## src/rtl/dtss_pkg.sv

```systemverilog
// Overview of operation
// - three control words and three matches steer states
// - fourth control bit adds options, low three unchanged
// - range mode on a and b masks channel 1
// - hits leading to final state win ties
// - otherwise lowest numbered channel decides next state
// - state3 lets channel 0 return to state2
// - state1 lets channel 0 jump to state3
// - channel 0 usable from every state
// - matchers a and c match the same address independently
// - per channel choice of immediate or tagged transition
// - breakpoint request raised on entering final state
package dtss_pkg;
   // =============================
   // sizes
   localparam int DTSS_NUM_CH = 3;        // match channels 0..2
   localparam int DTSS_CTL_W = 4;         // bits per state control word
   // =============================
   // control word fields
   localparam int DTSS_CTL_CODE_LSB = 0;  // low three bits: legacy code
   localparam int DTSS_CTL_ALT_BIT = 3;   // extra bit: channel 0 alternate jump
   localparam logic [2:0] DTSS_C_CH0_NEXT = 3'h0;    // ch0 -> next state
   localparam logic [2:0] DTSS_C_CH1_NEXT = 3'h1;    // ch1 -> next state
   localparam logic [2:0] DTSS_C_CH2_NEXT = 3'h2;    // ch2 -> next state
   localparam logic [2:0] DTSS_C_CH0_FIN = 3'h3;     // ch0 -> final
   localparam logic [2:0] DTSS_C_CH1_FIN = 3'h4;     // ch1 -> final
   localparam logic [2:0] DTSS_C_CH2_FIN = 3'h5;     // ch2 -> final
   localparam logic [2:0] DTSS_C_CH0N_CH1F = 3'h6;   // ch0 next, ch1 final
   localparam logic [2:0] DTSS_C_CH1N_CH2F = 3'h7;   // ch1 next, ch2 final
   // =============================
   // reset values
   localparam logic [3:0] DTSS_CTL_RST = 4'h0;       // control words after reset
   // =============================
   // types
   typedef enum logic [2:0] {DTSS_IDLE, DTSS_S1, DTSS_S2, DTSS_S3, DTSS_FINAL} dtss_state_t;
   typedef struct packed {
      logic hit;            // channel asks for a transition
      dtss_state_t nxt;     // where it leads
   } dtss_tgt_t;
endpackage

```

## src/rtl/dtss_chan_if.sv

```systemverilog
`timescale 1ns/1ps
// =============================
// per-channel signals between sequencer and tag trackers
interface dtss_chan_if;
   logic [2:0] match;     // raw matches, channel 1 already range-masked
   logic [2:0] tag_en;    // 1: tag the opcode instead of immediate
   logic [2:0] tag_hit;   // tagged opcode reached execution
   logic armed;           // sequencer armed
   logic [2:0] evt;       // resolved transition events
   logic [2:0] tag_req;   // ask the queue to tag the opcode
   modport seq (output match, output tag_en, output tag_hit, output armed,
                input evt, input tag_req);
   modport trk (input match, input tag_en, input tag_hit, input armed,
                output evt, output tag_req);
endinterface

```

## src/rtl/dtss_seq.sv

```systemverilog
`timescale 1ns/1ps
module dtss_seq
   import dtss_pkg::*;
#(
   parameter int NUM_CH = DTSS_NUM_CH,
   parameter int CTL_W = DTSS_CTL_W
) (
   input wire logic clk_sys,
   input wire logic nrst,
   input wire logic arm,
   input wire logic [CTL_W-1:0] sequencer_state_ctl1,
   input wire logic [CTL_W-1:0] sequencer_state_ctl2,
   input wire logic [CTL_W-1:0] sequencer_state_ctl3,
   input wire logic match_ch0,
   input wire logic match_ch1,
   input wire logic match_ch2,
   input wire logic range_ab,
   input wire logic [2:0] tag_en,
   input wire logic [2:0] tag_hit,
   input wire logic brk_en,
   output logic [2:0] tag_req,
   output logic [2:0] seq_state,
   output logic in_final,
   output logic brk_req
);
   // =============================
   // elaboration checks
   if (NUM_CH != DTSS_NUM_CH || CTL_W != DTSS_CTL_W) begin : g_bad
      $error("dtss_seq supports three channels and four-bit control words");
   end

   // =============================
   // channel transition decode
   // target of one channel from one state under one control word
   function automatic dtss_tgt_t chan_tgt(dtss_state_t st, logic [CTL_W-1:0] ctl, int c);
      dtss_tgt_t t;
      dtss_state_t nx;
      dtss_state_t alt;
      logic [2:0] code;
      t.hit = 1'b0;
      t.nxt = st;
      code = ctl[DTSS_CTL_CODE_LSB +: 3];
      // the natural successor of each state
      case (st)
         DTSS_S1: begin
            nx = DTSS_S2;
            alt = DTSS_S3;
         end
         DTSS_S2: begin
            nx = DTSS_S3;
            alt = DTSS_S1;
         end
         DTSS_S3: begin
            nx = DTSS_FINAL;
            alt = DTSS_S2;
         end
         default: begin
            nx = st;
            alt = st;
         end
      endcase
      // legacy three-bit meaning, untouched by the extra bit
      case (code)
         DTSS_C_CH0_NEXT: if (c == 0) t = '{1'b1, nx};
         DTSS_C_CH1_NEXT: if (c == 1) t = '{1'b1, nx};
         DTSS_C_CH2_NEXT: if (c == 2) t = '{1'b1, nx};
         DTSS_C_CH0_FIN: if (c == 0) t = '{1'b1, DTSS_FINAL};
         DTSS_C_CH1_FIN: if (c == 1) t = '{1'b1, DTSS_FINAL};
         DTSS_C_CH2_FIN: if (c == 2) t = '{1'b1, DTSS_FINAL};
         DTSS_C_CH0N_CH1F: begin
            if (c == 0) t = '{1'b1, nx};
            if (c == 1) t = '{1'b1, DTSS_FINAL};
         end
         DTSS_C_CH1N_CH2F: begin
            if (c == 1) t = '{1'b1, nx};
            if (c == 2) t = '{1'b1, DTSS_FINAL};
         end
         default: t.hit = 1'b0;
      endcase
      // extra bit: channel 0 goes to the alternate state instead of its legacy target,
      // so range compares (channel 0 only) reach every state
      if (ctl[DTSS_CTL_ALT_BIT] && c == 0) begin
         t = '{1'b1, alt};
      end
      return t;
   endfunction

   // =============================
   // carrier to the tag trackers
   dtss_chan_if chi ();
   // channel 1 is masked in range mode; a and c stay independent
   assign chi.match = {match_ch2, match_ch1 & ~range_ab, match_ch0};
   assign chi.tag_en = tag_en;
   assign chi.tag_hit = tag_hit;
   assign chi.armed = arm;
   assign tag_req = chi.tag_req;

   dtss_tag_track #(.NUM_CH(NUM_CH)) u_trk (
      .clk_sys(clk_sys),
      .nrst(nrst),
      .ch(chi.trk)
   );

   // =============================
   // sequencer state
   dtss_state_t state_r;    // current sequencer state
   dtss_state_t state_nxt;
   logic arm_r;             // arm seen last cycle
   logic brk_r;             // breakpoint request pulse
   logic brk_nxt;
   logic [CTL_W-1:0] ctl_cur;    // control word of current state
   dtss_tgt_t tgt [NUM_CH];      // per-channel candidate
   logic fin_any;                // some hit leads to final

   // select control word for the current state
   always_comb begin
      case (state_r)
         DTSS_S1: ctl_cur = sequencer_state_ctl1;
         DTSS_S2: ctl_cur = sequencer_state_ctl2;
         DTSS_S3: ctl_cur = sequencer_state_ctl3;
         default: ctl_cur = DTSS_CTL_RST;
      endcase
   end

   // candidates only from channels with a live event
   genvar g;
   for (g = 0; g < NUM_CH; g++) begin : g_tgt
      dtss_tgt_t raw;
      assign raw = chan_tgt(state_r, ctl_cur, g);
      assign tgt[g] = '{raw.hit & chi.evt[g], raw.nxt};
   end

   // next state with fixed priority
   always_comb begin
      state_nxt = state_r;
      fin_any = 1'b0;
      brk_nxt = 1'b0;
      for (int k = 0; k < NUM_CH; k++) begin
         if (tgt[k].hit && tgt[k].nxt == DTSS_FINAL) fin_any = 1'b1;
      end
      if (!arm) begin
         state_nxt = DTSS_IDLE;
      end else if (!arm_r || state_r == DTSS_IDLE) begin
         state_nxt = DTSS_S1;     // fresh arming; matches ignored
      end else if (state_r == DTSS_FINAL) begin
         state_nxt = DTSS_FINAL;  // held until disarm
      end else if (fin_any) begin
         state_nxt = DTSS_FINAL;
      end else begin
         // lowest numbered channel wins, so scan downward
         for (int k = NUM_CH - 1; k >= 0; k--) begin
            if (tgt[k].hit) state_nxt = tgt[k].nxt;
         end
      end
      // one request on the way into final
      if (state_nxt == DTSS_FINAL && state_r != DTSS_FINAL) begin
         brk_nxt = brk_en;
      end
   end

   always_ff @(posedge clk_sys) begin
      if (!nrst) begin
         state_r <= DTSS_IDLE;
         arm_r <= 1'b0;
         brk_r <= 1'b0;
      end else begin
         state_r <= state_nxt;
         arm_r <= arm;
         brk_r <= brk_nxt;
      end
   end

   assign seq_state = state_r;
   assign in_final = (state_r == DTSS_FINAL);
   assign brk_req = brk_r;
endmodule

```

## src/rtl/dtss_tag_track.sv

```systemverilog
`timescale 1ns/1ps
module dtss_tag_track
   import dtss_pkg::*;
#(
   parameter int NUM_CH = DTSS_NUM_CH
) (
   input wire logic clk_sys,
   input wire logic nrst,
   dtss_chan_if.trk ch
);
   // =============================
   // elaboration check
   if (NUM_CH != DTSS_NUM_CH) begin : g_bad
      $error("dtss_tag_track supports exactly three channels");
   end
   // =============================
   // one pending-tag flag per channel
   genvar i;
   for (i = 0; i < NUM_CH; i++) begin : g_ch
      logic pend_r;    // opcode tagged, waiting for execution
      logic pend_nxt;
      // pending flag: set by tagged match, cleared by its hit or disarm
      always_comb begin
         pend_nxt = pend_r;
         if (!ch.armed) begin
            pend_nxt = 1'b0;
         end else if (ch.tag_en[i] && ch.match[i]) begin
            pend_nxt = 1'b1;   // new tag wins over a coinciding hit
         end else if (ch.tag_hit[i]) begin
            pend_nxt = 1'b0;
         end
      end
      always_ff @(posedge clk_sys) begin
         if (!nrst) begin
            pend_r <= 1'b0;
         end else begin
            pend_r <= pend_nxt;
         end
      end
      // immediate mode passes the match, tagged mode waits for the hit
      assign ch.evt[i] = ch.armed & (ch.tag_en[i] ? (ch.tag_hit[i] & pend_r) : ch.match[i]);
      assign ch.tag_req[i] = ch.armed & ch.tag_en[i] & ch.match[i];

   end
endmodule

```

## config.mk

```make
export PLATFORM = sky130hd
export DESIGN_NAME = dtss_seq
export DESIGN_NICKNAME = d
export VERILOG_FILES = /design/src/rtl/dtss_pkg.sv /design/src/rtl/dtss_chan_if.sv /design/src/rtl/dtss_seq.sv /design/src/rtl/dtss_tag_track.sv
export SDC_FILE = /design/constraint.sdc
export NUM_CORES = 1
export LEC_CHECK = 0
export ABC_AREA = 1
export BUFFER_PORTS_ARGS = -buffer_cell sky130_fd_sc_hd__clkbuf_2
export CORE_MARGIN = 1.5
export CORE_UTILIZATION = 54
export CTS_BUF_LIST = sky130_fd_sc_hd__clkbuf_8 sky130_fd_sc_hd__clkbuf_16
export DETAILED_ROUTE_END_ITERATION = 16
export PLACE_DENSITY = 0.84
export RECOVER_POWER = 50
export SKIP_LAST_GASP = 1
export SLEW_MARGIN = 15
export SYNTH_ARGS = -nofsm -noshare
export SYNTH_HDL_FRONTEND = slang
export SYNTH_SLANG_ARGS = --single-unit
```

## constraint.sdc

```tcl
create_clock -name clk_sys -period 3.9 [get_ports clk_sys]
set_input_delay 0.39 -clock clk_sys [delete_from_list [all_inputs] [get_ports clk_sys]]
set_output_delay 0.39 -clock clk_sys [all_outputs]
set_load 0.02 [all_outputs]
```

==> metrics.md, run 1 <==
| Metric | Value |
|---|---|
| Status | finished clean |
| Max frequency | 439 MHz |
| Largest net degree at the start of global routing | 16 |
| Worst R2R Path Depth | 14 |
| Critical path arrival | 2.45 ns |
| DR WL met2 | 1.30 mm |
| Area share of the largest cell type after synthesis | 0.157 |
| Initial antenna violation count | 0 |
| Leak pwr | 0.000687 uW |
| RSZ-0062 raised after global routing | no |
| Mux share of post-synthesis cell area | 0 |
| Worst Hold Launch | nrst |
| Post-Synth Adder-Cell Area | 0 |
| Final period utilization | 0.584 |
| Drt first pass iters | 6 |
| Post-synthesis simple-gate area fraction | 0.610 |
| Resized Gates After CTS | 0 |
| Distinct cells, synth | 21 |
| Rel. slew slack | 0.666 |
| DIE HEIGHT | 46.5 um |
| Post-synthesis instance area | 1020 um2 |
| Worst Setup End Kind | flip-flop |
| Net count after synthesis | 195 |
| Power per Cell Area | 205 nW/um2 |
| Setup TNS | 0 ns |
| Post-route cell area | 1220 um2 |
| Yosys top cell by area | dfxtp_1 |
| Syn Area/Cell | around 6.0 um2 |
| Setup violators final | 0 |
| Std cell rows | 15 |
| CORE AREA | between 1500 and 2000 um2 |
| Vias in the first global route | roughly 1,100 |
| Fill cell count | 164 |
| Max_cap viols | 0 |
| Count of mapped cells out of synthesis | between 150 and 200 |
| Clock root buffer | clkbuf_8 |
| Wire length on met1 | 1.00 mm |
| Seq/Total Area, Yosys | 0.157 |
| Die W | 46.5 um |
| Setup Skew | 0.00256 ns |
| #FFs+latches synth | 8 |
| R2R Path Start | seq_state[1] |
| Residual DRC | 0 |
| CP startpoint kind | flip-flop |
| WL per Instance | roughly 11 um |
| Layout area overhead | 19.4% |
| CTS tree | built |
| CTS Buffer Depth | 2 |
| Worst Path Max Fanout | 13 |
| Final Hold Fails | 0 |
| Peak VDD IR | 0.216 mV |
| Async SR Flop Fraction | 0 |
| Kind of critical path | reg -> reg |
| Data required time of the critical path | just over 4 ns |
| Via/cell ratio | 5.11 |
| Routed wire length | 2.44 mm |
| Final nets | 230 |
| HP Class | in -> reg |
| Top cells by area, synth | dfxtp_1 (16%), nand2_1 (13%), nand3_1 (11%), inv_1 (9.2%), nand3_2 (7.9%) |
| WL met3 | about 100 um |
| Min-Delay Endpoint | seq_state[1] |
| Fraction of layout cells with a size suffix above 1 | 0.322 |
| Top sig layer | met4 |
| Predominant post-synthesis flop cell | dfxtp_1 |
| Initial core utilization | 0.584 |
| R2R Path End | brk_req |
| Vias | between 1,000 and 1,500 |
| Initial DRC count | 21 |
| DIE AREA | around 2200 um2 |
| Final Slew Violations | 0 |
| Post-CTS Setup Repair Bufs | 0 |
| Fin crit period | ~2.3 ns |
| H-tree Lvls | 1 |
| I/O Pins | 34 |
| CTS Buf Count | 3 |
| Cell with the most instances after synthesis | nand2_1 |
| Number of synthesized flops with an enable pin | 0 |
| Largest family of logic cells by synthesized area | simple AND/OR/NAND/NOR gates |
| Clk sinks | 8 |
| First-pass GRT wire length | 4.18 mm |
| Compound-cell area share of the yosys netlist | 0.0859 |
| Worst-skew pair later-pin latency | 0.23 ns |
| Dpl cell area | 1180 um2 |
| Hpwl dp | 2.01 mm |
| Total routing usage reported by global routing | 0.266 |
| ANT nets after route | 0 |
| Final RePlAce weighted congestion | 0.858 |
| Hold_buf cts | 0 |
| Total grt overflow | 0 |
| Synth warnings | 0 |
| Tot Pwr | 250 uW |
| Worst slew pin tran | between 0.5 and 0.6 ns |
| XOR/XNOR Fraction of Synth Area | 0 |
| Number of port buffers | 33 |
| Diodes inserted | 0 |
| Synth cell count leaders | nand2_1 (36), inv_1 (25), nand3_1 (22) |
| Clk pin slew, worst setup/hold paths | approximately 0.040 ns |
| Hold path cells | 3 |
| Worst reg2reg setup slack | 1.62 ns |
-- state kept, by name (all words and copies together), names as in the netlist --
| signal | count |
|---|---|
| u_trk.g_ch.pend_r | 3 |
| arm_r | 1 |
| brk_req | 1 |
| seq_state | 3 |
-- per-stage QoR --
stage / utilization / worst slack [ns] / std cells / hold WS [ns]
2_1_floorplan: - / 1.97 / 169 / 0.439
3_3_place_gp: 0.677 / 1.71 / 224 / 0.446
3_5_place_dp: 0.677 / 1.69 / 224 / 0.464
4_1_cts: 0.701 / 1.64 / 227 / 0.405
5_1_grt: 0.697 / 1.41 / 227 / 0.419
6_report: 0.697 / 1.62 / 227 / 0.407
-- final cells by class --
cell class	count	area, um2	share of cell area
inverter	31	116	0.0956
sequential	8	160	0.132
clock buffer	3	41.3	0.0339
timing repair buffer	33	159	0.131
multi-input combinational	127	709	0.583
tap	25	31.3	0.0257
-- worst max path at each step --
stage                     cells after the start         start           end  slack (ns)
after global placement                       16  seq_state[1]  seq_state[0]        1.71
after detailed placement                     16  seq_state[0]  seq_state[0]        1.69
after global routing                         16  seq_state[1]       brk_req        1.41
after floorplan                              17  seq_state[1]  seq_state[0]        1.97
after CTS                                    14  seq_state[1]       brk_req        1.64
final                                        14  seq_state[1]       brk_req        1.62
-- power breakdown --
group	switching [uW]	internal, uW
logic	39.3	25.2
clock network	31.2	66.7
registers	3.31	84.3
total	73.9	176
-- worst max-delay path: stages, from the launching register on --
cell	delay, ns
dfxtp_1	0.61
nor2_1	0.16
nand3_1	0.15
nand3_2	0.17
nand2_4	0.13
nand3_2	0.13
nand3_2	0.10
nand2_2	0.08
nor2_1	0.15
nand3_1	0.13
nand3_1	0.11
nand2_1	0.08
nor2_2	0.10
nand2_2	0.07
inv_2	0.05
-- kinds of logic (layout without fill, tap and decap cells) --
kind of cell,after synthesis,count (layout)
simple gates,110,110
flops,8,8
buf+inv,34,67
compound gates,17,17
-- cell usage in the layout, fill, tap and decap left out, types with 3 or more instances in the layout --
master    instances
nand2_1          36
inv_1            25
nand3_2           8
nand4_1           7
nand3_1          22
a21oi_1          12
nand2_2           9
inv_2             6
o21ai_0           4
clkbuf_1          5
clkbuf_8          3
dfxtp_1           8
nor2_1           15
clkbuf_2         28
-- layer usage --
layer / track usage / vias to the layer above
met5: 0 / -
met4: 0.160 / 0
met3: 0.0157 / 4
met2: 0.492 / 40
met1: 0.291 / 498
li1: - / 617
Note: power is estimated with default switching activity, not from simulation.
==> inputs of run 2 (changes only) <==
- ABC_AREA: 1 -> 0
- CORE_UTILIZATION: 54 -> 50
- PLACE_DENSITY: 0.84 -> 0.79
- clock period: 3.9 -> 2.3 ns (I/O delays scaled with it)
==> run 2 against run 1 <==
Net effect: cell count is 6.6% lower; maximum frequency is 2.2% lower; worst hold slack worse by 0.17 ns; the run now ends with setup timing left; largest power group unchanged; design area is 23% higher; die area is 5.7% higher.
==> metrics.md, run 2 <==
| Metric | Value |
|---|---|
| Logic pwr share | 0.329 (+0.071) |
| CTS Buffer Depth | 2 (unchanged) |
| Crit path cell chain | nor2b_2 > buf_6 > a22oi_4 > buf_4 > a2111oi_4 > a311oi_4 > buf_4 > a2111oi_4 > and2_1 |
| Routed wire length | 3.66 mm (+50%) |
| Dpl cell area | 1340 um2 (+13%) |
| Synth warnings | 0 (unchanged) |
| Via/cell ratio | 6.22 (+22%) |
| Status | complete, but fails checks |
| Rel. slew slack | 0.531 (-0.134) |
| R2R Path Start | seq_state[0] |
| Synth cell count leaders | nand2_1 (13), nor2_1 (9), a21oi_1 (8), dfxtp_1 (8), nor2b_1 (7) |
| Worst R2R Path Depth | 9 (-5) |
| Seq/Total Area, Yosys | 0.160 (+0.00275) |
| Hold_buf cts | 0 (unchanged) |
| Kind of critical path | reg -> reg |
| Total grt overflow | 0 (unchanged) |
| Hpwl dp | 2.67 mm (+33%) |
| Top cells by area, synth | dfxtp_1 (16%), nand2_1 (4.9%), nor2b_1 (4.4%), a21oi_1 (4.0%), nand2b_1 (3.7%) |
| CTS tree | built |
| Max_cap viols | 0 (unchanged) |
| Die W | 47.8 um (+2.8%) |
| Seq. cell area | 165 um2 (+3.1%) |
| Predominant post-synthesis flop cell | dfxtp_1 |
| Worst-skew pair later-pin latency | 0.24 ns (about the same) |
| Power per Cell Area | 332 nW/um2 (+62%) |
| Setup TNS | -0.0319 ns (-0.0319 ns) |
| Std cell rows | 16 (+1) |
| R2R Path End | seq_state[1] |
| HP Class | in -> reg |
| Most frequent cells in the layout | clkbuf_2 (30), buf_4 (18), nand2_1 (13) |
| DIE AREA | 2280 um2 (+5.7%) |
| Largest family of logic cells by synthesized area | compound AO/OA/AOI/OAI gates |
| Fill cell count | 162 (-1.2%) |
| Post-route cell area | 1490 um2 (+23%) |
| Clk network pwr share | 0.377 (-0.015) |
| Vias | 1,319 (+14%) |
| Sequential power share | 0.295 (-0.055) |
| Failing checks | setup timing |
| Initial antenna violation count | 0 (unchanged) |
| #FFs+latches synth | 8 (unchanged) |
| Clk pin slew, worst setup/hold paths | 0.05 ns (about the same) |
| Residual DRC | 0 (unchanged) |
| Diodes inserted | 0 (unchanged) |
| Final RePlAce weighted congestion | 0.953 (+11%) |
| Total routing usage reported by global routing | 0.324 (+0.0573) |
| Initial core utilization | 0.521 (-0.0627) |
| Max frequency | 429 MHz (-2.2%) |
| Multi-input combinational cell area | 882 um2 (+24%) |
| Clock root buffer | clkbuf_8 |
| Post-synthesis instance area | 1000 um2 (-1.7%) |
| Setup violators final | 1 (+1) |
| Mux share of post-synthesis cell area | 0.0537 (+0.0537) |
| Syn Area/Cell | 7.65 um2 (+27%) |
| Worst slew pin tran | 0.696 ns (+0.195 ns) |
| Area share of the largest cell type after synthesis | 0.160 (+0.00275) |
| I/O Pins | 34 (unchanged) |
| Final Slew Violations | 0 (unchanged) |
| CORE AREA | 1920 um2 (+10%) |
| NetSw | 161 uW (+120%) |
| Crit-path max cell delay | 0.42 ns (-0.19 ns) |
| Cell with the most instances after synthesis | nand2_1 |
| Worst Path Max Fanout | 8 (-5) |
| Leak pwr | 0.000624 uW (-9.1%) |
| Switching Share | 0.325 (+0.0293) |
| Commonest non-fill, non-tap cell in the layout | clkbuf_2 |
| XOR/XNOR Fraction of Synth Area | 0.0424 (+0.0424) |
| CTS Buf Count | 3 (unchanged) |
| Min-Delay Endpoint | u_trk.g_ch[2].pend_r |
| Peak VDD IR | 0.431 mV (+100%) |
| Tot Pwr | 495 uW (+98%) |
| ANT nets after route | 0 (unchanged) |
| Data required time of the critical path | 2.47 ns (-1.60 ns) |
| Fin crit period | 2.33 ns (+0.0524 ns) |
| Distinct cells, synth | 52 (+150%) |
| H-tree Lvls | 1 (unchanged) |
| Internal power | 335 uW (+90%) |
| Final period utilization | 1.01 (+0.429) |
| Final Hold Slack | 0.240 ns (-0.167 ns) |
| First-pass GRT wire length | 5.13 mm (+23%) |
| Post-synthesis simple-gate area fraction | 0.297 (-0.313) |
| RSZ-0062 raised after global routing | yes |
| Initial DRC count | 47 (+120%) |
| Compound-cell area share of the yosys netlist | 0.393 (+0.307) |
| Layout area overhead | 48.9% |
| Worst Hold Launch | match_ch2 |
| Number of synthesized flops with an enable pin | 0 (unchanged) |
| Final nets | 212 (-7.8%) |
| CP startpoint kind | flip-flop |
| Clk sinks | 8 (unchanged) |
| Hold path cells | 3 (unchanged) |
| Worst setup margin | -0.0319 ns (-1.65 ns) |
| Worst Setup End Kind | flip-flop |
| WL per Instance | 17.3 um (+61%) |
| Count of mapped cells out of synthesis | 131 (-22%) |
| Net count after synthesis | 157 (-19%) |
| DIE HEIGHT | 47.8 um (+2.8%) |
| CP max-delay cell | a2111oi_4 |
| Drt first pass iters | 4 (-2) |
| Vias in the first global route | 1,135 (+4.4%) |
| Largest net degree at the start of global routing | 13 (-3) |
| Async SR Flop Fraction | 0 (unchanged) |
| Worst reg2reg setup slack | -0.03 ns (-1.65 ns) |
| Post-Synth Adder-Cell Area | 0 (unchanged) |
| Yosys top cell by area | dfxtp_1 |
| Critical path arrival | 2.50 ns (+0.05 ns) |
| Final Hold Fails | 0 (unchanged) |
| Final design utilization | 0.777 (+0.0792) |
| Setup Skew | 0.00542 ns (+0.00287 ns) |
| Fraction of layout cells with a size suffix above 1 | 0.422 (+0.0998) |
| Number of port buffers | 33 (unchanged) |
run 2: through the flow:
stage | worst slack (ns) | std cells
floorplan | 0.00692 | 131
global placement | 0.0549 | 202
detailed placement | -0.0465 | 202
CTS | 0.00431 | 211
global route | -0.133 | 212
finish | -0.0319 | 212
run 2: logic make-up (layout without fill, tap and decap cells):
family / after synthesis / after routing
buffers and inverters: 11 / 65
DFF: 8 / 8
xor gates and xnor gates: 4 / 4
AOI/OAI and AO/OA: 46 / 46
muxes: 5 / 5
and+or+nand+nor: 57 / 57
run 2: how the worst max path moves through the flow:
stage	start	to	cells after the start
4_1_cts	seq_state[0]	seq_state[1]	8
2_1_floorplan	seq_state[2]	seq_state[1]	7
6_report	seq_state[0]	seq_state[1]	9
3_5_place_dp	seq_state[0]	seq_state[1]	8
5_1_grt	seq_state[0]	seq_state[1]	9
3_3_place_gp	seq_state[0]	seq_state[1]	8
run 2: area by class of cell:
class,instances,share of cell area
sequential,8,0.111
multi-input combinational,112,0.591
tap,27,0.0226
clock buffer,3,0.0277
inverter,6,0.0151
timing repair buffer,55,0.231
clock inverter,1,0.00251
run 2: power by group through the flow:
stage	registers, uW	clock network (uW)	logic, uW
after global placement	148	0	136
after CTS	146	188	151
after detailed placement	148	0	142
final	146	187	163
after global routing	146	199	173
after floorplan	147	0	85.3
run 2: worst max-delay path, delay by kind of cell (launching register included):
kind,cells,cell delay [ns]
AOI/OAI and AO/OA,4,0.96
buffers and inverters,3,0.49
and+or+nand+nor,2,0.42
DFF,1,0.39
run 2: what timing repair did:
action,in CTS,in global routing
setup endpoints to repair,3,4
gates resized for setup,3,11
pin swaps,2,4
setup buffers,5,0
cloned,0,1
run 2: metal layers:
layer | GRT usage | part of all wire | vias to the layer above
met5 | 0 | 0 | -
met4 | 0.151 | 0.029 | 0
met3 | 0.0566 | 0.066 | 13
met2 | 0.552 | 0.51 | 79
met1 | 0.391 | 0.40 | 614
li1 | - | - | 613
